$ cat src/include/pfr_pkg.sv
// constants, tables and types for the pll filter and eeprom status bank
// What this block does
// - 7-bit resistor3 code, reset zero, top reserved
// - listed resistor3 codes map to ohm values
// - 3-bit capacitor3 code, five picofarads per step
// - closed-loop wait select bits 3:2, reset 2
// - vco wait select bits 1:0, reset 1
// - read-only stored crc byte from eeprom
// - read-only erase/program count, hardware increments
// - count reloads after reset, commit, program
// - program count saturates at 255
// - eeprom copied to registers at reset, commit
package pfr_pkg;

  // ==========================================================
  // widths and register offsets
  localparam int unsigned DATA_W = 8;
  localparam int unsigned ADDR_W = 8;
  localparam int unsigned R3_W = 7;
  localparam int unsigned C3_W = 3;
  localparam int unsigned SEL_W = 2;
  localparam int unsigned CAL_W = 4;
  localparam int unsigned OHM_W = 12;
  localparam int unsigned PF_W = 6;
  localparam int unsigned CLSD_US_W = 11;
  localparam int unsigned VCO_US_W = 14;
  localparam logic [7:0] OFS_RESISTOR3 = 8'h26;
  localparam logic [7:0] OFS_CAPACITOR3 = 8'h27;
  localparam logic [7:0] OFS_CAL_WAIT = 8'h2A;
  localparam logic [7:0] OFS_STORED_CRC = 8'h2F;
  localparam logic [7:0] OFS_PROG_COUNT = 8'h30;

  // ==========================================================
  // field positions and reset values
  localparam int unsigned CLSD_LSB = 2;
  localparam int unsigned VCO_LSB = 0;
  localparam logic [6:0] R3_RST = 7'h00;
  localparam logic [2:0] C3_RST = 3'h0;
  localparam logic [1:0] CLSD_RST = 2'h2;
  localparam logic [1:0] VCO_RST = 2'h1;
  localparam logic [7:0] CRC_RST = 8'h00;
  localparam logic [7:0] CNT_RST = 8'h00;
  localparam logic [7:0] CNT_MAX = 8'hFF;
  localparam logic [7:0] CNT_ONE = 8'h01;
  localparam logic [5:0] C3_PF_STEP = 6'h05;

  // ==========================================================
  // lookup tables
  localparam int unsigned R3_TAB_N = 7;
  // codes 0,3,8,9,12,17,20
  localparam logic [6:0] R3_TAB_CODE [R3_TAB_N] = '{
    7'h00, 7'h03, 7'h08, 7'h09, 7'h0C, 7'h11, 7'h14};
  // ohms 18,205,854,1136,1535,1936,2335
  localparam logic [11:0] R3_TAB_OHM [R3_TAB_N] = '{
    12'h012, 12'h0CD, 12'h356, 12'h470, 12'h5FF, 12'h790, 12'h91F};
  // microseconds 150,300,500,2000
  localparam logic [10:0] CLSD_TAB_US [4] = '{
    11'h096, 11'h12C, 11'h1F4, 11'h7D0};
  // microseconds 20,400,4000,10000
  localparam logic [13:0] VCO_TAB_US [4] = '{
    14'h0014, 14'h0190, 14'h0FA0, 14'h2710};

  // ==========================================================
  // types
  typedef enum logic [1:0] {
    PFR_IDLE  = 2'b00,
    PFR_FETCH = 2'b01,
    PFR_LOAD  = 2'b11
  } pfr_load_state_t;

  // ==========================================================
  // functions
  // listed code lookup
  function automatic logic [11:0] pfr_r3_ohms(input logic [6:0] code);
    logic [11:0] ohm;
    ohm = 12'h000;
    for (int i = 0; i < R3_TAB_N; i++) begin
      if (R3_TAB_CODE[i] == code) begin
        ohm = R3_TAB_OHM[i];
      end
    end
    return ohm;
  endfunction : pfr_r3_ohms

  function automatic logic [7:0] pfr_sat_inc(input logic [7:0] val);
    return (val == CNT_MAX) ? CNT_MAX : 8'(val + CNT_ONE);
  endfunction : pfr_sat_inc

endpackage : pfr_pkg
$ cat src/include/pfr_load_if.sv
// handshake between the register bank and its eeprom load sequencer
`timescale 1ns/10ps
interface pfr_load_if;
  logic start;
  logic fetch;
  logic capture;
  logic busy;
  modport bank (output start, input fetch, input capture, input busy);
  modport seq (input start, output fetch, output capture, output busy);
endinterface : pfr_load_if

$ cat src/hdl/pfr_bank.sv
// loop filter, calibration wait and eeprom status register bank
`timescale 1ns/10ps
module pfr_bank (
  // clock and reset
  input wire logic REF_CLK_IN,
  input wire logic RST_B_IN,
  // register port from the serial interface engine
  input wire logic [pfr_pkg::ADDR_W-1:0] REG_ADDR_IN,
  input wire logic [pfr_pkg::DATA_W-1:0] REG_WDATA_IN,
  input wire logic REG_WR_IN,
  input wire logic REG_RD_IN,
  output logic [pfr_pkg::DATA_W-1:0] REG_RDATA_OUT,
  output logic REG_ACK_OUT,
  // eeprom side
  input wire logic EE_LOAD_REQ_IN,
  input wire logic EE_VALID_IN,
  input wire logic EE_PROG_DONE_IN,
  input wire logic [pfr_pkg::R3_W-1:0] EE_R3_IN,
  input wire logic [pfr_pkg::C3_W-1:0] EE_C3_IN,
  input wire logic [pfr_pkg::CAL_W-1:0] EE_CAL_IN,
  input wire logic [pfr_pkg::DATA_W-1:0] EE_CRC_IN,
  input wire logic [pfr_pkg::DATA_W-1:0] EE_CNT_IN,
  output logic EE_FETCH_OUT,
  output logic LOAD_BUSY_OUT,
  // settings to the pll
  output logic [pfr_pkg::R3_W-1:0] R3_CODE_OUT,
  output logic [pfr_pkg::OHM_W-1:0] R3_OHMS_OUT,
  output logic [pfr_pkg::C3_W-1:0] C3_CODE_OUT,
  output logic [pfr_pkg::PF_W-1:0] C3_PF_OUT,
  output logic [pfr_pkg::SEL_W-1:0] CLSD_SEL_OUT,
  output logic [pfr_pkg::CLSD_US_W-1:0] CLSD_US_OUT,
  output logic [pfr_pkg::SEL_W-1:0] VCO_SEL_OUT,
  output logic [pfr_pkg::VCO_US_W-1:0] VCO_US_OUT,
  // status
  output logic [pfr_pkg::DATA_W-1:0] CRC_OUT,
  output logic [pfr_pkg::DATA_W-1:0] PROG_COUNT_OUT
);
  import pfr_pkg::*;

  pfr_load_if ld ();

  logic [R3_W-1:0] r3_reg, r3_next;
  logic [C3_W-1:0] c3_reg, c3_next;
  logic [SEL_W-1:0] clsd_reg, clsd_next;
  logic [SEL_W-1:0] vco_reg, vco_next;
  logic [DATA_W-1:0] crc_reg, crc_next;
  logic [OHM_W-1:0] ohm_reg, ohm_next;
  logic [PF_W-1:0] pf_reg, pf_next;
  logic [CLSD_US_W-1:0] clsd_us_reg, clsd_us_next;
  logic [VCO_US_W-1:0] vco_us_reg, vco_us_next;
  logic [DATA_W-1:0] rdata_reg, rdata_next;
  logic ack_reg, ack_next;
  logic [DATA_W-1:0] count;
  logic wr_ok;
  logic rd_ok;

  // ==========================================================
  // submodules
  pfr_load_seq u_seq (
    .clk_in(REF_CLK_IN),
    .rst_b_in(RST_B_IN),
    .ee_valid_in(EE_VALID_IN),
    .ld(ld.seq)
  );

  pfr_prog_count u_count (
    .clk_in(REF_CLK_IN),
    .rst_b_in(RST_B_IN),
    .load_in(ld.capture),
    .cycle_done_in(EE_PROG_DONE_IN),
    .stored_in(EE_CNT_IN),
    .count_out(count)
  );

  assign ld.start = EE_LOAD_REQ_IN;

  // ==========================================================
  // register access and load
  assign wr_ok = REG_WR_IN && !ld.busy;
  assign rd_ok = REG_RD_IN && !ld.busy;

  always_comb begin
    r3_next = r3_reg;
    c3_next = c3_reg;
    clsd_next = clsd_reg;
    vco_next = vco_reg;
    crc_next = crc_reg;
    rdata_next = rdata_reg;
    ack_next = 1'b0;
    if (ld.capture) begin
      r3_next = EE_R3_IN;
      c3_next = EE_C3_IN;
      clsd_next = EE_CAL_IN[CLSD_LSB +: SEL_W];
      vco_next = EE_CAL_IN[VCO_LSB +: SEL_W];
      crc_next = EE_CRC_IN;
    end else if (wr_ok) begin
      unique case (REG_ADDR_IN)
        OFS_RESISTOR3: r3_next = REG_WDATA_IN[R3_W-1:0];
        OFS_CAPACITOR3: c3_next = REG_WDATA_IN[C3_W-1:0];
        OFS_CAL_WAIT: begin
          clsd_next = REG_WDATA_IN[CLSD_LSB +: SEL_W];
          vco_next = REG_WDATA_IN[VCO_LSB +: SEL_W];
        end
        default: begin
          r3_next = r3_reg;
        end
      endcase
    end
    if (rd_ok) begin
      ack_next = 1'b1;
      unique case (REG_ADDR_IN)
        OFS_RESISTOR3: rdata_next = DATA_W'(r3_reg);
        OFS_CAPACITOR3: rdata_next = DATA_W'(c3_reg);
        OFS_CAL_WAIT: rdata_next = DATA_W'({clsd_reg, vco_reg});
        OFS_STORED_CRC: rdata_next = crc_reg;
        OFS_PROG_COUNT: rdata_next = count;
        default: rdata_next = '0;
      endcase
    end
    ohm_next = pfr_r3_ohms(r3_next);
    pf_next = PF_W'(C3_PF_STEP * {3'h0, c3_next});
    clsd_us_next = CLSD_TAB_US[clsd_next];
    vco_us_next = VCO_TAB_US[vco_next];
  end

  always_ff @(posedge REF_CLK_IN or negedge RST_B_IN) begin
    if (!RST_B_IN) begin
      r3_reg <= R3_RST;
      c3_reg <= C3_RST;
      clsd_reg <= CLSD_RST;
      vco_reg <= VCO_RST;
      crc_reg <= CRC_RST;
      ohm_reg <= R3_TAB_OHM[0];
      pf_reg <= '0;
      clsd_us_reg <= CLSD_TAB_US[CLSD_RST];
      vco_us_reg <= VCO_TAB_US[VCO_RST];
      rdata_reg <= '0;
      ack_reg <= 1'b0;
    end else begin
      r3_reg <= r3_next;
      c3_reg <= c3_next;
      clsd_reg <= clsd_next;
      vco_reg <= vco_next;
      crc_reg <= crc_next;
      ohm_reg <= ohm_next;
      pf_reg <= pf_next;
      clsd_us_reg <= clsd_us_next;
      vco_us_reg <= vco_us_next;
      rdata_reg <= rdata_next;
      ack_reg <= ack_next;
    end
  end

  // ==========================================================
  // outputs
  assign REG_RDATA_OUT = rdata_reg;
  assign REG_ACK_OUT = ack_reg;
  assign EE_FETCH_OUT = ld.fetch;
  assign LOAD_BUSY_OUT = ld.busy;
  assign R3_CODE_OUT = r3_reg;
  assign R3_OHMS_OUT = ohm_reg;
  assign C3_CODE_OUT = c3_reg;
  assign C3_PF_OUT = pf_reg;
  assign CLSD_SEL_OUT = clsd_reg;
  assign CLSD_US_OUT = clsd_us_reg;
  assign VCO_SEL_OUT = vco_reg;
  assign VCO_US_OUT = vco_us_reg;
  assign CRC_OUT = crc_reg;
  assign PROG_COUNT_OUT = count;

endmodule : pfr_bank

$ cat src/hdl/pfr_load_seq.sv
// eeprom to register load sequencer, runs once after reset and per commit
`timescale 1ns/10ps
module pfr_load_seq (
  // clock and reset
  input wire logic clk_in,
  input wire logic rst_b_in,
  // eeprom data ready
  input wire logic ee_valid_in,
  // bank side
  pfr_load_if.seq ld
);
  import pfr_pkg::*;

  pfr_load_state_t state_reg, state_next;
  logic boot_reg, boot_next;
  logic fetch_reg, fetch_next;
  logic capture_reg, capture_next;
  logic busy_reg, busy_next;

  // ==========================================================
  // next state
  always_comb begin
    state_next = state_reg;
    boot_next = boot_reg;
    unique case (state_reg)
      PFR_IDLE: begin
        if (boot_reg || ld.start) begin
          state_next = PFR_FETCH;
          boot_next = 1'b0;
        end
      end
      PFR_FETCH: begin
        if (ee_valid_in) begin
          state_next = PFR_LOAD;
        end
      end
      PFR_LOAD: begin
        state_next = PFR_IDLE;
      end
      default: begin
        state_next = PFR_IDLE;
      end
    endcase
    fetch_next = (state_next == PFR_FETCH);
    capture_next = (state_next == PFR_LOAD);
    busy_next = (state_next != PFR_IDLE);
  end

  // ==========================================================
  // registers
  always_ff @(posedge clk_in or negedge rst_b_in) begin
    if (!rst_b_in) begin
      state_reg <= PFR_IDLE;
      boot_reg <= 1'b1;
      fetch_reg <= 1'b0;
      capture_reg <= 1'b0;
      busy_reg <= 1'b1;
    end else begin
      state_reg <= state_next;
      boot_reg <= boot_next;
      fetch_reg <= fetch_next;
      capture_reg <= capture_next;
      busy_reg <= busy_next;
    end
  end

  assign ld.fetch = fetch_reg;
  assign ld.capture = capture_reg;
  assign ld.busy = busy_reg;

endmodule : pfr_load_seq

$ cat src/hdl/pfr_prog_count.sv
// saturating eeprom erase/program cycle counter
`timescale 1ns/10ps
module pfr_prog_count (
  // clock and reset
  input wire logic clk_in,
  input wire logic rst_b_in,
  // events
  input wire logic load_in,
  input wire logic cycle_done_in,
  input wire logic [7:0] stored_in,
  // count
  output logic [7:0] count_out
);
  import pfr_pkg::*;

  logic [7:0] count_reg, count_next;

  // ==========================================================
  // next value
  always_comb begin
    count_next = count_reg;
    if (cycle_done_in) begin
      count_next = pfr_sat_inc(stored_in);
    end else if (load_in) begin
      count_next = stored_in;
    end
  end

  always_ff @(posedge clk_in or negedge rst_b_in) begin
    if (!rst_b_in) begin
      count_reg <= CNT_RST;
    end else begin
      count_reg <= count_next;
    end
  end

  assign count_out = count_reg;

endmodule : pfr_prog_count

$ cat config.mk
export PLATFORM = sky130hd
export DESIGN_NAME = pfr_bank
export DESIGN_NICKNAME = d
export VERILOG_FILES = /design/src/include/pfr_pkg.sv /design/src/include/pfr_load_if.sv /design/src/hdl/pfr_bank.sv /design/src/hdl/pfr_load_seq.sv /design/src/hdl/pfr_prog_count.sv
export SDC_FILE = /design/constraint.sdc
export NUM_CORES = 1
export LEC_CHECK = 0
export BUFFER_PORTS_ARGS = -buffer_cell sky130_fd_sc_hd__buf_2
export CAP_MARGIN = 20
export CORE_MARGIN = 4
export CORE_UTILIZATION = 29
export CTS_BUF_LIST = sky130_fd_sc_hd__clkbuf_8
export DETAILED_ROUTE_END_ITERATION = 8
export PLACE_DENSITY = 0.56
export SLEW_MARGIN = 15
export SYNTH_ARGS = -nofsm -noshare
export SYNTH_HDL_FRONTEND = slang
export SYNTH_SLANG_ARGS = --single-unit
$ cat constraint.sdc
create_clock -name REF_CLK_IN -period 5.7 [get_ports REF_CLK_IN]
set_input_delay 0.285 -clock REF_CLK_IN [delete_from_list [all_inputs] [get_ports REF_CLK_IN]]
set_output_delay 0.285 -clock REF_CLK_IN [all_outputs]
set_load 0.01 [all_outputs]
Yosys cells after proc, flatten, opt, wreduce, memory -nomap -nowiden

Cells that the tools add are included.

Flip-flop bits (word level): 88
Input bits: 53
Output and inout bits: 84
Logic and storage cells: 80

Add/subtract/negate cells: 1
Multipliers: 1
Magnitude comparators: 2
Equality and inequality tests: 15
Muxes and demuxes: 33
Bitwise operators: 2
Reduce and logical (&&, ||, !) cells: 9

Operator list:

| cell                | number |
|---|---|
| $mux 12             | 6 |
| $eq 8x6->1 const B  | 5 |
| $pmux 8 s5          | 1 |
| $bmux 14 s2         | 1 |
| $mux 14             | 2 |
| $mux 8              | 3 |
| $bmux 11 s2         | 1 |
| $mux 11             | 2 |
| $eq 4x7->1 const A  | 3 |
| $mux 7              | 3 |
| $mux 2              | 8 |
| $eq 5x7->1 const A  | 2 |
| $mux 3              | 3 |
| $add 8x1->8 const B | 1 |
| $eq 8x8->1 const B  | 1 |
| $eq 2x7->1 const A  | 1 |
| $logic_not 7->1     | 1 |
| $ge 3x3->1 const B  | 2 |
| $mul 3x3->6 const A | 1 |
| $not 2->3           | 2 |
| $mux 5              | 1 |
| $eq 2x1->1 const B  | 2 |
| $pmux 2 s2          | 1 |
| $reduce_bool 2->1   | 2 |
| other kinds (7)     | 8 |

Depth between registers and ports, before layout

Depth after elaboration: 12
Depth in mapped cells: 9
Depth with buffers taken out: 8

Hierarchy

From an unflattened synthesis, not the netlist that was laid out.

Cells, all modules: 341
Area total of the unflattened synthesis: 3,658.5 um2

Modules (own cells, without submodules):

| module         | times used | cells an instance | area an instance (um2) | sequential area each (um2) |
|---|---|---|---|---|
| pfr_bank       | 1          | 275               | 2,942.8                | 1,490.2 |
| pfr_prog_count | 1          | 52                | 514.2                  | 200.2 |
| pfr_load_seq   | 1          | 14                | 201.4                  | 152.6 |

Worst setup path before layout

Ideal clock, no wire load.

Path kind: input -> register
From: input REG_ADDR_IN[4] (netlist name)
To: register pf_reg[4] (netlist: C3_PF_OUT[4])
Setup time: 126 ps
Arrival time: 2,491 ps
Data required time: 5,574 ps
Setup slack: 3,083 ps
Stages on the path: 8
Buffers on the path: 0
Cell sequence: nand2b_1 > nor4_1 > nand2_1 > mux2i_1 > o21ai_0 > ha_1 > ha_1 > ha_1

Word-level cells in the longest chain between the ends: 5

RTL lines:

| element              | line            | RTL |
|---|---|---|
| from (decl)          | pfr_bank.sv:8   | `input wire logic [pfr_pkg::ADDR_W-1:0] REG_ADDR_IN,` |
| $eq 8x6->1           | pfr_bank.sv:97  | `unique case (REG_ADDR_IN)` |
| $mux 3               | pfr_bank.sv:97  |  |
| $mux 3               | pfr_bank.sv:96  | `end else if (wr_ok) begin` |
| $mux 3               | pfr_bank.sv:90  | `if (ld.capture) begin` |
| named net c3_next[2] | pfr_bank.sv:43  | `logic [C3_W-1:0] c3_reg, c3_next;` |
| $mul 3x3->6          | pfr_bank.sv:121 | `pf_next = PF_W'(C3_PF_STEP * {3'h0, c3_next});` |
| named net pf_next[4] | pfr_bank.sv:48  | `logic [PF_W-1:0] pf_reg, pf_next;` |
| to (signal assigned) | pfr_bank.sv:146 | `pf_reg <= pf_next;` |
| to (decl)            | pfr_bank.sv:48  |  |

The timed path passes the listed nets, and every way through them passes these cells.
A chain may end at the register's enable or synchronous reset.

Final worst setup path

From: input REG_ADDR_IN[0] (netlist name)
To: register clsd_us_reg[1] (netlist: CLSD_US_OUT[1])

Word-level cells in the longest chain between the ends: 8

RTL lines:

| element                                     | line            | RTL |
|---|---|---|
| $eq 8x6->1                                  | pfr_bank.sv:97  |  |
| $mux 2                                      | pfr_bank.sv:97  |  |
| $mux 2                                      | pfr_bank.sv:96  |  |
| $mux 2                                      | pfr_bank.sv:90  |  |
| named net clsd_next[0]                      | pfr_bank.sv:44  | `logic [SEL_W-1:0] clsd_reg, clsd_next;` |
| $not 2->3 (implied by the code)             | pfr_bank.sv:122 | `clsd_us_next = CLSD_TAB_US[clsd_next];` |
| $bmux 11 s2                                 | pfr_bank.sv:122 |  |
| $mux 11 (implied by the code) (2 in series) | pfr_bank.sv:122 |  |
| named net clsd_us_next[1]                   | pfr_bank.sv:49  | `logic [CLSD_US_W-1:0] clsd_us_reg, clsd_us_next;` |
| to (signal assigned)                        | pfr_bank.sv:135 | `clsd_us_reg <= CLSD_TAB_US[CLSD_RST];` |
| to (signal assigned)                        | pfr_bank.sv:147 | `clsd_us_reg <= clsd_us_next;` |
| to (decl)                                   | pfr_bank.sv:49  |  |

The timed path passes the listed nets, and every way through them passes these cells. The select of a mux whose other input is x is not followed.

==> out/results.txt <==
Peak VDD IR: 134 uV
sequential share of the synthesized area: 51.5%
max FFs per register: 11
grt met1 use: 19.6%
Synth top area share: 42.0%
Non-Filler Instances: 629
vias in the first global route: 2977
r2r startpoint: u_seq.ld.busy
CTS tree: built
Crit path depth: 8
cell row count: 40
R2R setup slack: 3270 ps
largest net degree at the start of global routing: 74
Critical Path Max Stage Delay: 730 ps
#FFs+latches synth: 73
most common cell in the netlist: dfrtp_1
crit-path cells: buf_2, or4b_1, nor4b_2, nand2_1, mux2i_1, o21ai_0, inv_1, ha_1
Setup-failing EPs final: 0
CTS sink cnt: 73
critical path fanouts, max: 9
port bufs: 129
Setup crit end: CLSD_US_OUT[1]
initial antenna violation count: 2
Die Width: 119 um
status: complete, no violations
Setup Fix Bufs, Post-CTS: 0
Final min period: 2940 ps
async set-reset flop share out of synthesis: 100%
achievable frequency: 340 MHz
antenna-violating nets left: 0
RSZ-0062 raised after global routing: no
GRT busiest layer: met2
Critical Path RT: 5930 ps
clock tree buffer depth: 2
DR vias: 2946
Routed WL: 10200 um
Max-Cap Viols: 0
Worst setup SP type: primary input
met2 GRT Util: 22.4%
Worst Skew: 8.83 ps
Tot GR Track Use: 14.7%
Antenna diodes: 0
area leader, netlist: dfrtp_1
Post-layout nets: 524
pwr dens: 389 nW/um^2
Worst Setup End Kind: flop
DR iter-0 viols: 139
TNS Setup: 0 ps
DRT Pass-1 Iters: 4
Max Slew Vio Count: 0
Synth Flop Type: dfrtp_1
worst hold slack: 74.4 ps
DRC viols: 0
Fin. Hold Viols: 0
Max-slew headroom: 39.6%
GPL Wtd Cong: 0.744
# resized after CTS: 0
layout-stage area growth over the synthesis result: 27.2%
grt ovf: 0
power after layout: 1.77 mW
number of synthesized flops with an enable pin: 0
cell depth of the worst flop-to-flop path: 6
DP Cell Count: 613
core area: 12100 um^2
Synth top cells by count: dfrtp_1 (60), nor2_1 (29), nand2_1 (27)
Worst Max-Slew Pin Slew: 907 ps
crit path buf inv count: 2
ranking of synthesized cells by area: dfrtp_1 (42%), dfstp_2 (9.5%), ha_1 (5.2%)
first-pass GRT wire length: 16300 um
CP top delay family: simple AND/OR/NAND/NOR gates
mean area per synthesized cell: 10.7 um^2
met3 Track Usage GR: 5.03%
WS Path Type: in -> reg
H-Tree Level Count: 3
Die ar.: 14200 um^2
period utilization: 51.7%
Placement Setup Slack: 2360 ps
Reg-to-Reg End: CLSD_US_OUT[1]
synth unique cells: 56
Hold Buf Count CTS: 0
Worst-path clk slew: 80 ps
layout cell share with drive strength beyond 1: 39.7%
Post-Synthesis Cells: 336
Slowest-stage cell, CP: or4b_1
Setup WS post-layout: 2760 ps
Worst Hold Class: in -> async
Root Driver: clkbuf_8
Ports: 137
P_leak: 2.26 nW
clk_lat worst skew: 350 ps
crit path from: REG_ADDR_IN[0]
DR WL/cell: 16.2 um
vias per cell: 4.68
HPWL Detailed: 7780 um
Die Ht: 119 um
clock buffer count from CTS: 9
worst endpoint data arrival time: 3180 ps
Synth Cell Area: 3580 um^2
initial core utilization: 29.7%
Syn. warnings: 0
[how the worst min path moves through the flow]
stage	from	end
6_report	RST_B_IN	C3_PF_OUT[5]
5_1_grt	RST_B_IN	C3_PF_OUT[2]
4_1_cts	RST_B_IN	C3_PF_OUT[2]
3_5_place_dp	u_seq.boot_reg	u_seq.boot_reg
3_3_place_gp	u_seq.boot_reg	u_seq.boot_reg
2_1_floorplan	RST_B_IN	C3_CODE_OUT[2]
[cell usage in the layout, fill, tap and decap left out, types with 6 or more instances in the layout]
master    count
nand2_1      27
conb_1        6
nand4_1       6
nor3_1        9
o21ai_0      19
dfrtp_1      60
mux2i_1      11
nor2_1       29
buf_2       128
a21oi_1      13
clkbuf_8     12
dfstp_2      13
ha_1         15
mux2_2       11
inv_1        17
nand2b_1      6
[metrics by stage]
stage / area (um^2) / util, %
2_1_floorplan: 3600 / -
6_report: 4550 / 37.7
3_5_place_dp: 4320 / 35.8
5_1_grt: 4550 / 37.7
4_1_cts: 4550 / 37.7
3_3_place_gp: 4320 / 35.8
[per-layer routing]
metal  vias up  part of all wire [%]
li1       1415                     -
met3        15                   7.8
met4         4                   1.2
met1      1410                    45
met5         -                  0.14
met2       102                    45
[cell families after synthesis]
group / count (synthesis) / share of synthesized area [%]
simple gates: 100 / 14.5
compound gates: 75 / 14.5
flops: 73 / 51.5
buf+inv: 45 / 6.36
mux: 22 / 6.54
fa+ha+maj: 15 / 5.24
xor+xnor: 5 / 1.22
other cells: 1 / 0.105
[power by group]
| part | internal, mW | switching [mW] |
|---|---|---|
| combinational | 0.225 | 0.328 |
| sequential | 0.660 | 0.0914 |
| clock | 0.280 | 0.188 |
| total | 1.16 | 0.607 |
[cell type report]
type / count / area, um^2
clock buffers: 12 / 165
well taps: 168 / 210
multi-input cells: 223 / 1530
fillers: 1226 / 7510
flip-flops and latches: 73 / 1840
repair buffers: 133 / 678
inverters: 16 / 60.1
clock inverters: 4 / 67.6
No activity file was read; power rests on OpenSTA's default activity.
